**src/logic/aasb_regs.svh**
```systemverilog
/*
  Named constants of the add, shift and branch datapath slice.
  Assumes it is included by bare name after aasb_pkg and before any module that uses it.
*/
`ifndef AASB_REGS_SVH
`define AASB_REGS_SVH

// ==========================================================================
// Widths
`define AASB_DW 16
`define AASB_CNT_W 5
`define AASB_NIB_W 4
`define AASB_ACC_W 40
`define AASB_GUARD_W 8
`define AASB_TEN_BIT_LITERAL_W 10
`define AASB_FIVE_BIT_LITERAL_W 5
`define AASB_SIGNED_FOUR_BIT_LITERAL_W 4

// ==========================================================================
// Field positions
`define AASB_SIGN_BIT 15
`define AASB_ACC_SIGN_BIT 39
`define AASB_ACC_WORD_MSB 31

// ==========================================================================
// Fixed values
`define AASB_SHIFT_ONE 5'h01
`define AASB_ACC_MAX 40'h7FFFFFFFFF
`define AASB_ACC_MIN 40'h8000000000

`endif

```
**src/logic/aasb_pkg.sv**
```systemverilog
/*
  Types shared by the datapath slice: operations, branch conditions, flags and state.
  Assumes the decoder fills one aasb_op_s per issued instruction word.
*/
package aasb_pkg;

  // ==========================================================================
  // Operations, branch conditions and core states
  typedef enum logic [3:0] {
    OP_NOP,
    OP_ADD_WITH_CARRY_OP_FILE,
    OP_ADD_WITH_CARRY_OP_TEN_BIT_LITERAL,
    OP_ADD_WITH_CARRY_OP_FIVE_BIT_LITERAL,
    OP_ADD_ACC,
    OP_SHR_FILE,
    OP_SHR_WORK,
    OP_SHR_WCNT,
    OP_SHR_FIVE_BIT_LITERAL,
    OP_BRANCH
  } aasb_opc_e;

  typedef enum logic [4:0] {
    COND_ALWAYS,
    COND_CARRY, COND_NCARRY, COND_NEG, COND_NNEG,
    COND_OVERFLOW, COND_NOVERFLOW, COND_ZERO, COND_NZERO,
    COND_GT, COND_GE, COND_LT, COND_LE,
    COND_GTU, COND_GEU, COND_LTU, COND_LEU,
    COND_ACC_A_OVF, COND_ACC_B_OVF, COND_ACC_A_SAT, COND_ACC_B_SAT
  } aasb_cond_e;

  typedef enum logic {
    ST_RUN,
    ST_BUBBLE
  } aasb_state_e;

  // ==========================================================================
  // Carriers
  typedef struct packed {
    logic valid;
    aasb_opc_e opc;
    aasb_cond_e cond;
    logic [15:0] opnd_a;
    logic [15:0] opnd_b;
    logic [9:0] lit;
    logic to_file;
    logic [3:0] dest;
    logic acc_sel;
    logic [15:0] target;
  } aasb_op_s;

  typedef struct packed {
    logic carry;
    logic digit_carry_flag;
    logic neg;
    logic overflow_flag;
    logic zero;
    logic acc_a_overflow_flag;
    logic acc_b_overflow_flag;
    logic acc_a_saturate_flag;
    logic acc_b_saturate_flag;
  } aasb_flags_s;

  typedef struct packed {
    logic valid;
    logic to_file;
    logic [3:0] dest;
    logic [15:0] data;
  } aasb_wb_s;

  typedef struct packed {
    aasb_state_e state;
    aasb_flags_s flags;
    logic [39:0] acc_a;
    logic [39:0] acc_b;
    aasb_wb_s wb;
    logic redirect;
    logic [15:0] target;
  } aasb_st_s;

endpackage : aasb_pkg

```
**src/logic/aasb_core.sv**
```systemverilog
/*
  Add-with-carry, accumulator add, arithmetic right shift and branch slice of a core.
  Assumes the decoder presents operands already read and honours o_ready before issuing.
  Word results go out as one registered write-back; accumulators are held here, working registers live outside.
*/
`include "aasb_regs.svh"

module aasb_core (
  input wire logic i_core_clk,
  input wire logic i_rst_b,
  input aasb_pkg::aasb_op_s i_op,
  output logic o_ready,
  output aasb_pkg::aasb_wb_s o_wb,
  output aasb_pkg::aasb_flags_s o_flags,
  output logic o_redirect,
  output logic [`AASB_DW-1:0] o_target,
  output logic [`AASB_ACC_W-1:0] o_acc_a,
  output logic [`AASB_ACC_W-1:0] o_acc_b
);

  // ==========================================================================
  // State
  localparam aasb_pkg::aasb_st_s ST_RESET = '0;

  aasb_pkg::aasb_st_s st_reg;
  aasb_pkg::aasb_st_s st_next;

  logic accept;
  logic [`AASB_CNT_W-1:0] shift_count;
  logic [`AASB_DW-1:0] shift_res;
  logic shift_carry;

  // ==========================================================================
  // Shifter
  // Single-step forms shift by one; the others take the count from operand or literal
  always_comb begin
    shift_count = `AASB_SHIFT_ONE;
    if (i_op.opc == aasb_pkg::OP_SHR_WCNT) begin
      shift_count = i_op.opnd_b[`AASB_CNT_W-1:0];
    end else if (i_op.opc == aasb_pkg::OP_SHR_FIVE_BIT_LITERAL) begin
      shift_count = i_op.lit[`AASB_FIVE_BIT_LITERAL_W-1:0];
    end
  end

  aasb_shift_unit u_shift (
    .i_value(i_op.opnd_a),
    .i_count(shift_count),
    .o_result(shift_res),
    .o_carry(shift_carry)
  );

  // ==========================================================================
  // Branch condition
  function automatic logic cond_met(input aasb_pkg::aasb_cond_e cond,
                                    input aasb_pkg::aasb_flags_s f);
    logic met;
    met = 1'b0;
    case (cond)
      aasb_pkg::COND_ALWAYS: met = 1'b1;
      aasb_pkg::COND_CARRY: met = f.carry;
      aasb_pkg::COND_NCARRY: met = !f.carry;
      aasb_pkg::COND_NEG: met = f.neg;
      aasb_pkg::COND_NNEG: met = !f.neg;
      aasb_pkg::COND_OVERFLOW: met = f.overflow_flag;
      aasb_pkg::COND_NOVERFLOW: met = !f.overflow_flag;
      aasb_pkg::COND_ZERO: met = f.zero;
      aasb_pkg::COND_NZERO: met = !f.zero;
      aasb_pkg::COND_GT: met = !f.zero && (f.neg == f.overflow_flag);
      aasb_pkg::COND_GE: met = (f.neg == f.overflow_flag);
      aasb_pkg::COND_LT: met = (f.neg != f.overflow_flag);
      aasb_pkg::COND_LE: met = f.zero || (f.neg != f.overflow_flag);
      aasb_pkg::COND_GTU: met = f.carry && !f.zero;
      aasb_pkg::COND_GEU: met = f.carry;
      aasb_pkg::COND_LTU: met = !f.carry;
      aasb_pkg::COND_LEU: met = !f.carry || f.zero;
      aasb_pkg::COND_ACC_A_OVF: met = f.acc_a_overflow_flag;
      aasb_pkg::COND_ACC_B_OVF: met = f.acc_b_overflow_flag;
      aasb_pkg::COND_ACC_A_SAT: met = f.acc_a_saturate_flag;
      aasb_pkg::COND_ACC_B_SAT: met = f.acc_b_saturate_flag;
      default: met = 1'b0;
    endcase
    return met;
  endfunction : cond_met

  // ==========================================================================
  // Issue handshake
  // A taken branch spends its second cycle as a bubble with no issue
  always_comb begin
    o_ready = (st_reg.state == aasb_pkg::ST_RUN);
    accept = i_op.valid && o_ready;
  end

  // ==========================================================================
  // Next state
  always_comb begin
    logic [`AASB_DW-1:0] add_b;
    logic [`AASB_DW:0] sum;
    logic [`AASB_NIB_W:0] nib;
    logic [`AASB_ACC_W-1:0] acc_old;
    logic [`AASB_ACC_W-1:0] acc_opnd;
    logic [`AASB_ACC_W:0] acc_sum;
    logic [`AASB_ACC_W-1:0] acc_res;
    logic signed [`AASB_SIGNED_FOUR_BIT_LITERAL_W-1:0] slit;
    logic acc_sat;
    logic acc_ovf;
    add_b = '0;
    sum = '0;
    nib = '0;
    acc_old = '0;
    acc_opnd = '0;
    acc_sum = '0;
    acc_res = '0;
    slit = '0;
    acc_sat = 1'b0;
    acc_ovf = 1'b0;

    // Flags and accumulators hold unless an operation names them
    st_next = st_reg;
    st_next.wb.valid = 1'b0;
    st_next.redirect = 1'b0;
    st_next.wb.to_file = i_op.to_file;
    st_next.wb.dest = i_op.dest;

    case (st_reg.state)
      aasb_pkg::ST_BUBBLE: begin
        st_next.state = aasb_pkg::ST_RUN;
      end
      default: begin
        st_next.state = aasb_pkg::ST_RUN;
      end
    endcase

    if (accept) begin
      case (i_op.opc)
        aasb_pkg::OP_ADD_WITH_CARRY_OP_FILE,
        aasb_pkg::OP_ADD_WITH_CARRY_OP_TEN_BIT_LITERAL,
        aasb_pkg::OP_ADD_WITH_CARRY_OP_FIVE_BIT_LITERAL: begin
          // Second addend: default register, or zero-extended literal
          if (i_op.opc == aasb_pkg::OP_ADD_WITH_CARRY_OP_TEN_BIT_LITERAL) begin
            add_b = {{(`AASB_DW-`AASB_TEN_BIT_LITERAL_W){1'b0}}, i_op.lit};
          end else if (i_op.opc == aasb_pkg::OP_ADD_WITH_CARRY_OP_FIVE_BIT_LITERAL) begin
            add_b = {{(`AASB_DW-`AASB_FIVE_BIT_LITERAL_W){1'b0}}, i_op.lit[`AASB_FIVE_BIT_LITERAL_W-1:0]};
          end else begin
            add_b = i_op.opnd_b;
          end
          sum = {1'b0, i_op.opnd_a} + {1'b0, add_b}
              + {{`AASB_DW{1'b0}}, st_reg.flags.carry};
          nib = {1'b0, i_op.opnd_a[`AASB_NIB_W-1:0]} + {1'b0, add_b[`AASB_NIB_W-1:0]}
              + {{`AASB_NIB_W{1'b0}}, st_reg.flags.carry};
          st_next.wb.valid = 1'b1;
          st_next.wb.data = sum[`AASB_DW-1:0];
          st_next.flags.carry = sum[`AASB_DW];
          st_next.flags.digit_carry_flag = nib[`AASB_NIB_W];
          st_next.flags.neg = sum[`AASB_SIGN_BIT];
          // Signed overflow: like-signed addends giving an unlike-signed sum
          st_next.flags.overflow_flag = (i_op.opnd_a[`AASB_SIGN_BIT] == add_b[`AASB_SIGN_BIT])
              && (sum[`AASB_SIGN_BIT] != i_op.opnd_a[`AASB_SIGN_BIT]);
          st_next.flags.zero = (sum[`AASB_DW-1:0] == '0);
        end
        aasb_pkg::OP_ADD_ACC: begin
          // Word sits in the middle of the accumulator, then the literal shifts it
          acc_old = i_op.acc_sel ? st_reg.acc_b : st_reg.acc_a;
          acc_opnd = {{`AASB_GUARD_W{i_op.opnd_a[`AASB_SIGN_BIT]}}, i_op.opnd_a,
                      {`AASB_DW{1'b0}}};
          slit = $signed(i_op.lit[`AASB_SIGNED_FOUR_BIT_LITERAL_W-1:0]);
          if (slit < 0) begin
            acc_opnd = acc_opnd << (-slit);
          end else begin
            acc_opnd = $unsigned($signed(acc_opnd) >>> slit);
          end
          acc_sum = {acc_old[`AASB_ACC_SIGN_BIT], acc_old}
              + {acc_opnd[`AASB_ACC_SIGN_BIT], acc_opnd};
          // Overflow past the top bit clamps; the saturation flag is sticky
          acc_sat = (acc_sum[`AASB_ACC_W] != acc_sum[`AASB_ACC_SIGN_BIT]);
          if (acc_sat) begin
            acc_res = acc_sum[`AASB_ACC_W] ? `AASB_ACC_MIN : `AASB_ACC_MAX;
          end else begin
            acc_res = acc_sum[`AASB_ACC_W-1:0];
          end
          // Guard bits not all copies of the word sign mean overflow into them
          acc_ovf = !((&acc_res[`AASB_ACC_SIGN_BIT:`AASB_ACC_WORD_MSB])
              || !(|acc_res[`AASB_ACC_SIGN_BIT:`AASB_ACC_WORD_MSB]));
          if (i_op.acc_sel) begin
            st_next.acc_b = acc_res;
            st_next.flags.acc_b_overflow_flag = acc_ovf;
            st_next.flags.acc_b_saturate_flag = st_reg.flags.acc_b_saturate_flag || acc_sat;
          end else begin
            st_next.acc_a = acc_res;
            st_next.flags.acc_a_overflow_flag = acc_ovf;
            st_next.flags.acc_a_saturate_flag = st_reg.flags.acc_a_saturate_flag || acc_sat;
          end
        end
        aasb_pkg::OP_SHR_FILE,
        aasb_pkg::OP_SHR_WORK: begin
          st_next.wb.valid = 1'b1;
          st_next.wb.data = shift_res;
          st_next.flags.carry = shift_carry;
          st_next.flags.neg = shift_res[`AASB_SIGN_BIT];
          st_next.flags.overflow_flag = 1'b0;
          st_next.flags.zero = (shift_res == '0);
        end
        aasb_pkg::OP_SHR_WCNT,
        aasb_pkg::OP_SHR_FIVE_BIT_LITERAL: begin
          // Carry and overflow are left alone by the multi-bit forms
          st_next.wb.valid = 1'b1;
          st_next.wb.data = shift_res;
          st_next.flags.neg = shift_res[`AASB_SIGN_BIT];
          st_next.flags.zero = (shift_res == '0);
        end
        aasb_pkg::OP_BRANCH: begin
          // Branches never touch flags; a taken one costs one extra cycle
          if (cond_met(i_op.cond, st_reg.flags)) begin
            st_next.redirect = 1'b1;
            st_next.target = i_op.target;
            st_next.state = aasb_pkg::ST_BUBBLE;
          end
        end
        default: begin
          st_next.wb.valid = 1'b0;
        end
      endcase
    end
  end

  // ==========================================================================
  // State register
  always_ff @(posedge i_core_clk) begin
    if (!i_rst_b) begin
      st_reg <= ST_RESET;
    end else begin
      st_reg <= st_next;
    end
  end

  // ==========================================================================
  // Outputs
  always_comb begin
    o_wb = st_reg.wb;
    o_flags = st_reg.flags;
    o_redirect = st_reg.redirect;
    o_target = st_reg.target;
    o_acc_a = st_reg.acc_a;
    o_acc_b = st_reg.acc_b;
  end

endmodule : aasb_core

```
**src/logic/aasb_shift_unit.sv**
```systemverilog
/*
  Arithmetic right shifter for one data word, with the last bit shifted out.
  Assumes a purely combinational use inside the datapath slice.
*/
`include "aasb_regs.svh"

module aasb_shift_unit (
  input wire logic [`AASB_DW-1:0] i_value,
  input wire logic [`AASB_CNT_W-1:0] i_count,
  output logic [`AASB_DW-1:0] o_result,
  output logic o_carry
);

  // ==========================================================================
  // Shift datapath
  logic [`AASB_DW:0] ext_shifted;

  // One extra low bit lets the dropped bit fall out at position zero
  always_comb begin
    ext_shifted = $unsigned($signed({i_value, 1'b0}) >>> i_count);
    o_result = ext_shifted[`AASB_DW:1];
    o_carry = ext_shifted[0];
  end

endmodule : aasb_shift_unit

```
**config.mk**
```make
export PLATFORM = sky130hd
export DESIGN_NAME = aasb_core
export DESIGN_NICKNAME = d
export VERILOG_FILES = /design/src/logic/aasb_pkg.sv /design/src/logic/aasb_core.sv /design/src/logic/aasb_shift_unit.sv
export VERILOG_INCLUDE_DIRS = /design/src /design/src/logic
export SDC_FILE = /design/constraint.sdc
export NUM_CORES = 1
export LEC_CHECK = 0
export BUFFER_PORTS_ARGS = -buffer_cell sky130_fd_sc_hd__buf_2
export CAP_MARGIN = 15
export CORE_AREA = 2 2 110 218
export DETAILED_ROUTE_END_ITERATION = 8
export DIE_AREA = 0 0 112 220
export PLACE_DENSITY = 0.73
export SLEW_MARGIN = 20
export SYNTH_ARGS = -nofsm -noshare
export SYNTH_HDL_FRONTEND = slang
export SYNTH_HIERARCHICAL = 1
export SYNTH_SLANG_ARGS = --single-unit
```
**constraint.sdc**
```tcl
create_clock -name i_core_clk -period 14.45 [get_ports i_core_clk]
set_clock_uncertainty 0.2 [all_clocks]
set_input_delay 2.1675 -clock i_core_clk [delete_from_list [all_inputs] [get_ports i_core_clk]]
set_output_delay 2.1675 -clock i_core_clk [all_outputs]
set_load 0.02 [all_outputs]
```
# Word-level counts from Yosys, hierarchy flattened
# Index checks and enable logic that the tools add are counted.
[totals] reg_bits=129 input_bits=76 out_inout_bits=129
[op_classes] addsub=6 order_cmp=1 eq_ne=34 shift=3 n_mux=25 bitwise=2 n_reduce_logical=36
[ops] operator="40-bit two-way mux" count=8
[ops] operator="16-bit two-way mux" count=4
[ops] operator="40-bit by 40-bit adder with 41-bit output" count=1
[ops] operator="5-bit by 4-bit equality test with 1-bit output (second input constant)" count=8
[ops] operator="40-bit by 4-bit << shifter with 40-bit output" count=1
[ops] operator="32-bit by 4-bit >>> shifter with 40-bit output" count=1
[ops] operator="16-bit logical NOT" count=2
[ops] operator="16-bit one-hot mux with 2 select lines" count=1
[ops] operator="5-bit equality test (second input constant)" count=5
[ops] operator="5-bit by 3-bit equality test with 1-bit output (second input constant)" count=4
[ops] operator="1-bit one-hot mux with 19 select lines" count=1
[ops] operator="16-bit by 16-bit adder with 17-bit output" count=1
[ops] operator="17-bit by 1-bit adder with 17-bit output" count=1
[ops] operator="17-bit two-way mux" count=1
[ops] operator="17-bit by 5-bit >>> shifter with 17-bit output" count=1
[ops] operator="4-bit by 3-bit equality test with 1-bit output (second input constant)" count=4
[ops] operator="3-bit AND reduction" count=4
[ops] operator="5-bit by 2-bit equality test with 1-bit output (second input constant)" count=2
[ops] operator="5-bit two-way mux" count=2
[ops] operator="9-bit AND reduction" count=1
[ops] operator="9-bit OR reduction" count=1
[ops] operator="4-bit by 2-bit equality test with 1-bit output (second input constant)" count=2
[ops] operator="4-bit equality test (second input constant)" count=2
[ops] operator="1-bit one-hot mux with 2 select lines" count=4
[ops] operator="20 further kinds" count=45

# Depth between registers and ports, before layout
[depth] word_depth=14 mapped_depth=28 mapped_depth_nobuf=22

# Modules after synthesis
# Netlist, hierarchy kept.
[modules_own_cells] module="aasb_core" instances=1 cells_per_inst=1417 area_per_inst_um2=10488.8
[modules_own_cells] module="aasb_shift_unit" instances=1 cells_per_inst=99 area_per_inst_um2=844.6

# Worst setup path after synthesis
# Ideal clock, no wire load.
[synth_timing] path_kind="input to register" start="in i_op[22] (netlist bit)" end="reg st_reg (netlist bit o_flags[2])" t_arrival_ns=7.388 required_time_ns=14.117 slack_ns=6.729 path_stages=22 path_buffers=4 cell_sequence="clkbuf_1 clkinv_1 clkbuf_1 clkbuf_1 ha_1 buf_1 mux2i_1 nor2_1 a31oi_1 a21oi_1 mux4_2 ha_1 a21oi_1 o21ai_0 a21oi_1 nand3_1 or3b_1 a31oi_1 mux2i_1 o32ai_1 nor4_4 o221ai_1"
[synth_between] elab_chain_len=14 word_cells_on_any_way=18 cone_classes="add/sub: 2; order compare: 1; eq/ne: 1; shift: 2; mux: 7; reduce/logical: 5"
[synth_lines] item="start: declaration" line_no="aasb_core.sv:11" source="input aasb_pkg::aasb_op_s i_op,"
[synth_lines] item="4-bit negation" line_no="aasb_core.sv:167" source="acc_opnd = acc_opnd << (-slit);"
[synth_lines] item="40-bit by 4-bit << shifter with 40-bit output" line_no="aasb_core.sv:167"
[synth_lines] item="40-bit two-way mux (*)" line_no="aasb_core.sv:166" source="if (slit < 0) begin"
[synth_lines] item="40-bit two-way mux (*)" line_no="aasb_core.sv:134" source="case (i_op.opc)"
[synth_lines] item="40-bit two-way mux (*)" line_no="aasb_core.sv:133" source="if (accept) begin"
[synth_lines] item="40-bit by 40-bit adder with 41-bit output (*)" line_no="aasb_core.sv:171" source="acc_sum = {acc_old[`AASB_ACC_SIGN_BIT], acc_old}"
[synth_lines] item="40-bit two-way mux (no line) or 1-bit inequality test (tied branches)"
[synth_lines] item="40-bit two-way mux (*)" line_no="aasb_core.sv:175" source="if (acc_sat) begin"
[synth_lines] item="40-bit two-way mux (*)" line_no="aasb_core.sv:134"
[synth_lines] item="40-bit two-way mux (*)" line_no="aasb_core.sv:133"
[synth_lines] item="9-bit OR reduction" line_no="aasb_core.sv:182" source="|| !(|acc_res[`AASB_ACC_SIGN_BIT:`AASB_ACC_WORD_MSB]));"
[synth_lines] item="1-bit logical NOT" line_no="aasb_core.sv:182"
[synth_lines] item="1-bit logical OR (*)" line_no="aasb_core.sv:181" source="acc_ovf = !((&acc_res[`AASB_ACC_SIGN_BIT:`AASB_ACC_WORD_MSB])"
[synth_lines] item="1-bit logical NOT (*)" line_no="aasb_core.sv:181"
[synth_lines] item="end signal: assignment" line_no="aasb_core.sv:231" source="st_reg <= st_next;"
[synth_lines] item="end: declaration" line_no="aasb_core.sv:25" source="aasb_pkg::aasb_st_s st_reg;"
# Every way passes the cells marked *; elsewhere a longest branch is shown, timed or not. The select of a mux whose other input is x is not followed.
# A chain may end at the register's enable or synchronous reset.

# Worst setup path in the final report
# Same ends and word-level chain as after synthesis.

==> results.md <==
- The run finished with clean final reports.
- The clock latency at the later pin of the worst-skew pair is 450 ps.
- The worst-case setup slack after placement is around 5100 ps.
- The cell type with the highest occurrence count on the critical path is o21ai_0.
- Measured against its own limit, the worst slew margin works out to 0.297.
- Setup slack on the worst reg-to-reg path comes out at between 10000 and 15000 ps.
- The CTS tree is yes.
- The initial utilization of the core area, before any placement, comes to 0.490.
- Summing internal, switching and leakage power gives around 1.2 mW.
- The chip height is between 200 and 250 um.
- The global-route congestion overflow total is 0.
- Each instance of the synthesized netlist takes up on average approximately 7.5 sq um.
- Among all stages on the critical path, the largest delay is contributed by ha_1.
- The placeable core region is 0.0231 sq mm.
- Wire segments on met3 add up to 2160 um in the final route.
- The arrival time of the worst setup path is 9210 ps.
- For this run, the register share of the synthesized area comes to 0.224.
- At the end of the flow the core is filled with cells to 0.565.
- The number of warnings reported in the yosys synthesis log is 6.
- Dividing total power by cell area gives a power density of between 90 and 100 mW/mm^2.
- Wires add up to 42500 um.
- The number of placement rows is between 70 and 80.
- Including well taps, the total number of placed cells is between 1500 and 2000.
- The final RePlAce weighted congestion is ~1.0.
- By startpoint and endpoint, the worst setup path is classified as in -> reg.
- The HPWL reported at the end of detailed placement is ~32000 um.
- Counting flops with an async set or reset pin after synthesis yields a share of 0.
- The via count of the routed design is approximately 12000.
- The final-report setup violation count is 0.
- In this run the count of I/O pins placed on the die edge is 205.
- Setup repair after global routing left no endpoint under its margin.
- In this run the number of H-tree levels came out at 4.
- Entering global routing, the biggest net connects 58 pins.
- 0 antenna diodes ended up in the layout.
- Of the cells placed in the final design, the portion with a size suffix greater than 1 is 0.208.
- The wire length of the first global-routing pass is around 63000 um.
- The total standard cell area after synthesis is between 0.01 and 0.015 sq mm.
- In the synthesized netlist the dominant register cell turns out to be dfxtp_1.
- The register bit count reported by yosys is about 130.
- Buffers inserted during clock tree synthesis total 17.
- The highest routed metal layer is met4.
- The initial antenna violation count was 0.
- The number of max-slew violations in the final report is 0.
- The number of global-route vias before repair is 11900.
- The average detailed-routed wire length per instance is roughly 22 um.
- The first detailed-routing pass took 6 iterations.
- The type of destination of the critical path is a flop.
- In this run the remaining antenna-violating nets after routing total 0.
- Buffers placed on the I/O ports in this run total 204.
- The netlist uses 95 different library cells.
- After clock tree synthesis, the clock-pin slew on the worst setup and hold paths is ~60 ps.
- The worst path meets setup with roughly 5300 ps of slack.
- In this run the deepest clock path goes through 2 buffers.
- The worst hold-check path type is reg -> reg.
- For this block, wires on met1 add up to 13900 um.
- At the pin with the least slew margin, the transition time is approximately 1000 ps.
- The remaining routing DRC violations is 0.
- The sink count of the clock tree is roughly 130.
- The number of nets in the final layout is roughly 1800.
- The die outline area is about 0.025 sq mm.
- The vias per cell is 6.39.
- The maximum fanout along the worst path is 42.
- The count of flip-flops with a built-in enable after synthesis is 0.
- The chip width is 112 um.
- The tree is rooted in a clkbuf_16.
- The final period demand of the worst path is 9110 ps.
- The cell class contributing the biggest share of worst-path delay is compound AO/OA/AOI/OAI gates.
- The share of the cycle needed by the critical path after routing is 0.630.
- The worst IR drop on VDD is about 0.085 mV.
- For this run, the number of standard cells in the final layout without fillers is around 2000.
- The gate count of the mapped netlist is approximately 1500.
- The total count of hold-check failures in the final report is 0.
- Walking the worst path, the cells encountered are buf_2, clkinv_1, ha_1, mux2_2, o21ai_0, mux2i_1, o211ai_1, o21ai_0, ha_1, a21oi_1, o21ai_0, a21oi_1, nand3_1, or3b_1, a31oi_1, mux2i_2, buf_4, o32ai_1, nor4_4, o221ai_1.
- STA classifies the critical path startpoint as a primary input.
- Post-CTS repair changed the size of 0 cells.
- The peak per-stage delay on the critical path is about 1100 ps.
- For this run, the top clock speed supported by timing is ~110 MHz.
- The number of buffers and inverters on the critical path is 3.
- Across the run, the number of max-cap violations was 0.
- In the global route stage, overall resource usage came out at 0.332.
- Once the clock tree was built, the setup fixing pass inserted 0 buffers.
- The detailed router's first-iteration violation count is 1143.
- For this design the static power due to leakage is approximately 5.9 nW.
- The layout has around 2300 filler cells.
- The total met2 wirelength after detailed routing is between 20000 and 25000 um.
- The worst endpoint required time is ~15000 ps.
- The number of buffers inserted for hold repair after clock tree synthesis is 0.
- The growth of design area from synthesis to finish is 15.4%.
- After routing, the total negative slack on setup checks comes to 0 ps.
cells by family (layout without fill, tap and decap cells):
logic type	Yosys count	count (layout)	share of synthesized area
AND/OR/NAND/NOR	582	582	0.238
AO/OA/AOI/OAI	412	412	0.235
multiplexers	133	133	0.133
other	1	9	0.000331
flip-flops	127	127	0.224
XOR/XNOR	48	48	0.0371
adder cells (fa/ha/maj)	73	73	0.0793
buffers and inverters	140	283	0.0533
tightest hold or removal path: cells and delay by family (launching register included):
family             cells  cell delay (ps)
DFF                    1              310
and+or+nand+nor        1               50
AOI/OAI and AO/OA      1               50
worst paths after layout:
kind | endpoint | cells past startpoint | start
worst max-delay path | o_flags[2]$_SDFFE_PN0P_ | 20 | i_op[22]
worst min-delay path | o_acc_a[36]$_SDFFE_PN0P_ | 2 | o_acc_a[36]$_SDFFE_PN0P_
worst max register to register | o_flags[2]$_SDFFE_PN0P_ | 12 | o_acc_a[13]$_SDFFE_PN0P_
worst min register to register | o_acc_a[36]$_SDFFE_PN0P_ | 2 | o_acc_a[36]$_SDFFE_PN0P_
through the flow:
stage / instance area [sq um] / hold WS (ps)
after floorplan: 11400 / 330
after global placement: 12400 / 251
after detailed placement: 12400 / 258
after CTS: 13100 / 266
after global routing: 13100 / 281
final: 13100 / 268
cell usage in the layout (no fill, tap or decap), drive strengths merged, types with 8 or more instances in the layout:
cell type,n
a211oi,23
a21o,22
a21oi,125
a311oi,10
a31oi,14
and2,21
buf,220
clkbuf,17
conb,9
dfxtp,127
ha,55
inv,32
maj3,15
mux2,56
mux2i,69
mux4,8
nand2,157
nand2b,10
nand3,36
nand3b,11
nand4,17
nor2,209
nor2b,13
nor3,68
nor4,9
o211ai,21
o21a,11
o21ai,89
o22ai,27
xnor2,27
xor2,21
report_power, final:
part,internal [mW],leakage (nW),total (mW),switching (mW)
combinational,0.114,4.50,0.326,0.212
clock,0.322,0.323,0.498,0.176
sequential,0.358,1.03,0.363,0.00527
cells in the mapped netlist (4+ instances only):
library cell / count / area [sq um]
a211o_1: 5 / 43.8
a211oi_1: 21 / 158
a21o_1: 22 / 165
a21oi_1: 122 / 611
a221oi_1: 4 / 35.0
a22o_1: 6 / 52.6
a311oi_1: 10 / 87.6
a31oi_1: 13 / 81.3
and2_1: 21 / 131
and3_1: 4 / 25.0
and4_1: 4 / 35.0
buf_1: 11 / 41.3
buf_2: 9 / 45.0
buf_4: 4 / 30.0
buf_6: 5 / 56.3
clkbuf_1: 77 / 289
dfxtp_1: 127 / 2540
ha_1: 55 / 688
inv_1: 29 / 109
maj3_1: 15 / 150
mux2_2: 56 / 631
mux2i_1: 69 / 691
mux4_2: 6 / 135
nand2_1: 157 / 589
nand2b_1: 10 / 62.6
nand3_1: 36 / 180
nand3b_1: 11 / 82.6
nand4_1: 17 / 106
nor2_1: 209 / 785
nor2b_1: 12 / 75.1
nor3_1: 68 / 340
nor4_1: 8 / 50.1
o211ai_1: 20 / 150
o21a_1: 11 / 82.6
o21ai_0: 86 / 430
o21bai_1: 4 / 30.0
o22ai_1: 27 / 169
o31a_1: 4 / 35.0
o31ai_1: 7 / 52.6
or2_2: 4 / 25.0
or3_1: 4 / 25.0
xnor2_1: 27 / 236
xor2_1: 21 / 184
layer usage:
layer	up-vias	GRT usage
met3	223	0.0589
met5	-	0
li1	5796	-
met4	0	0.321
met2	575	0.617
met1	5861	0.293
layout make-up:
cell class,instances,area [sq um],area share
clock inverter,14,238,0.0182
clock buffer,17,425,0.0325
inverter,32,121,0.00928
tap,283,354,0.0271
multi-input combinational,1257,8240,0.630
timing repair buffer,220,1150,0.0882
sequential,127,2540,0.194
(Power assumes the default switching activity.)
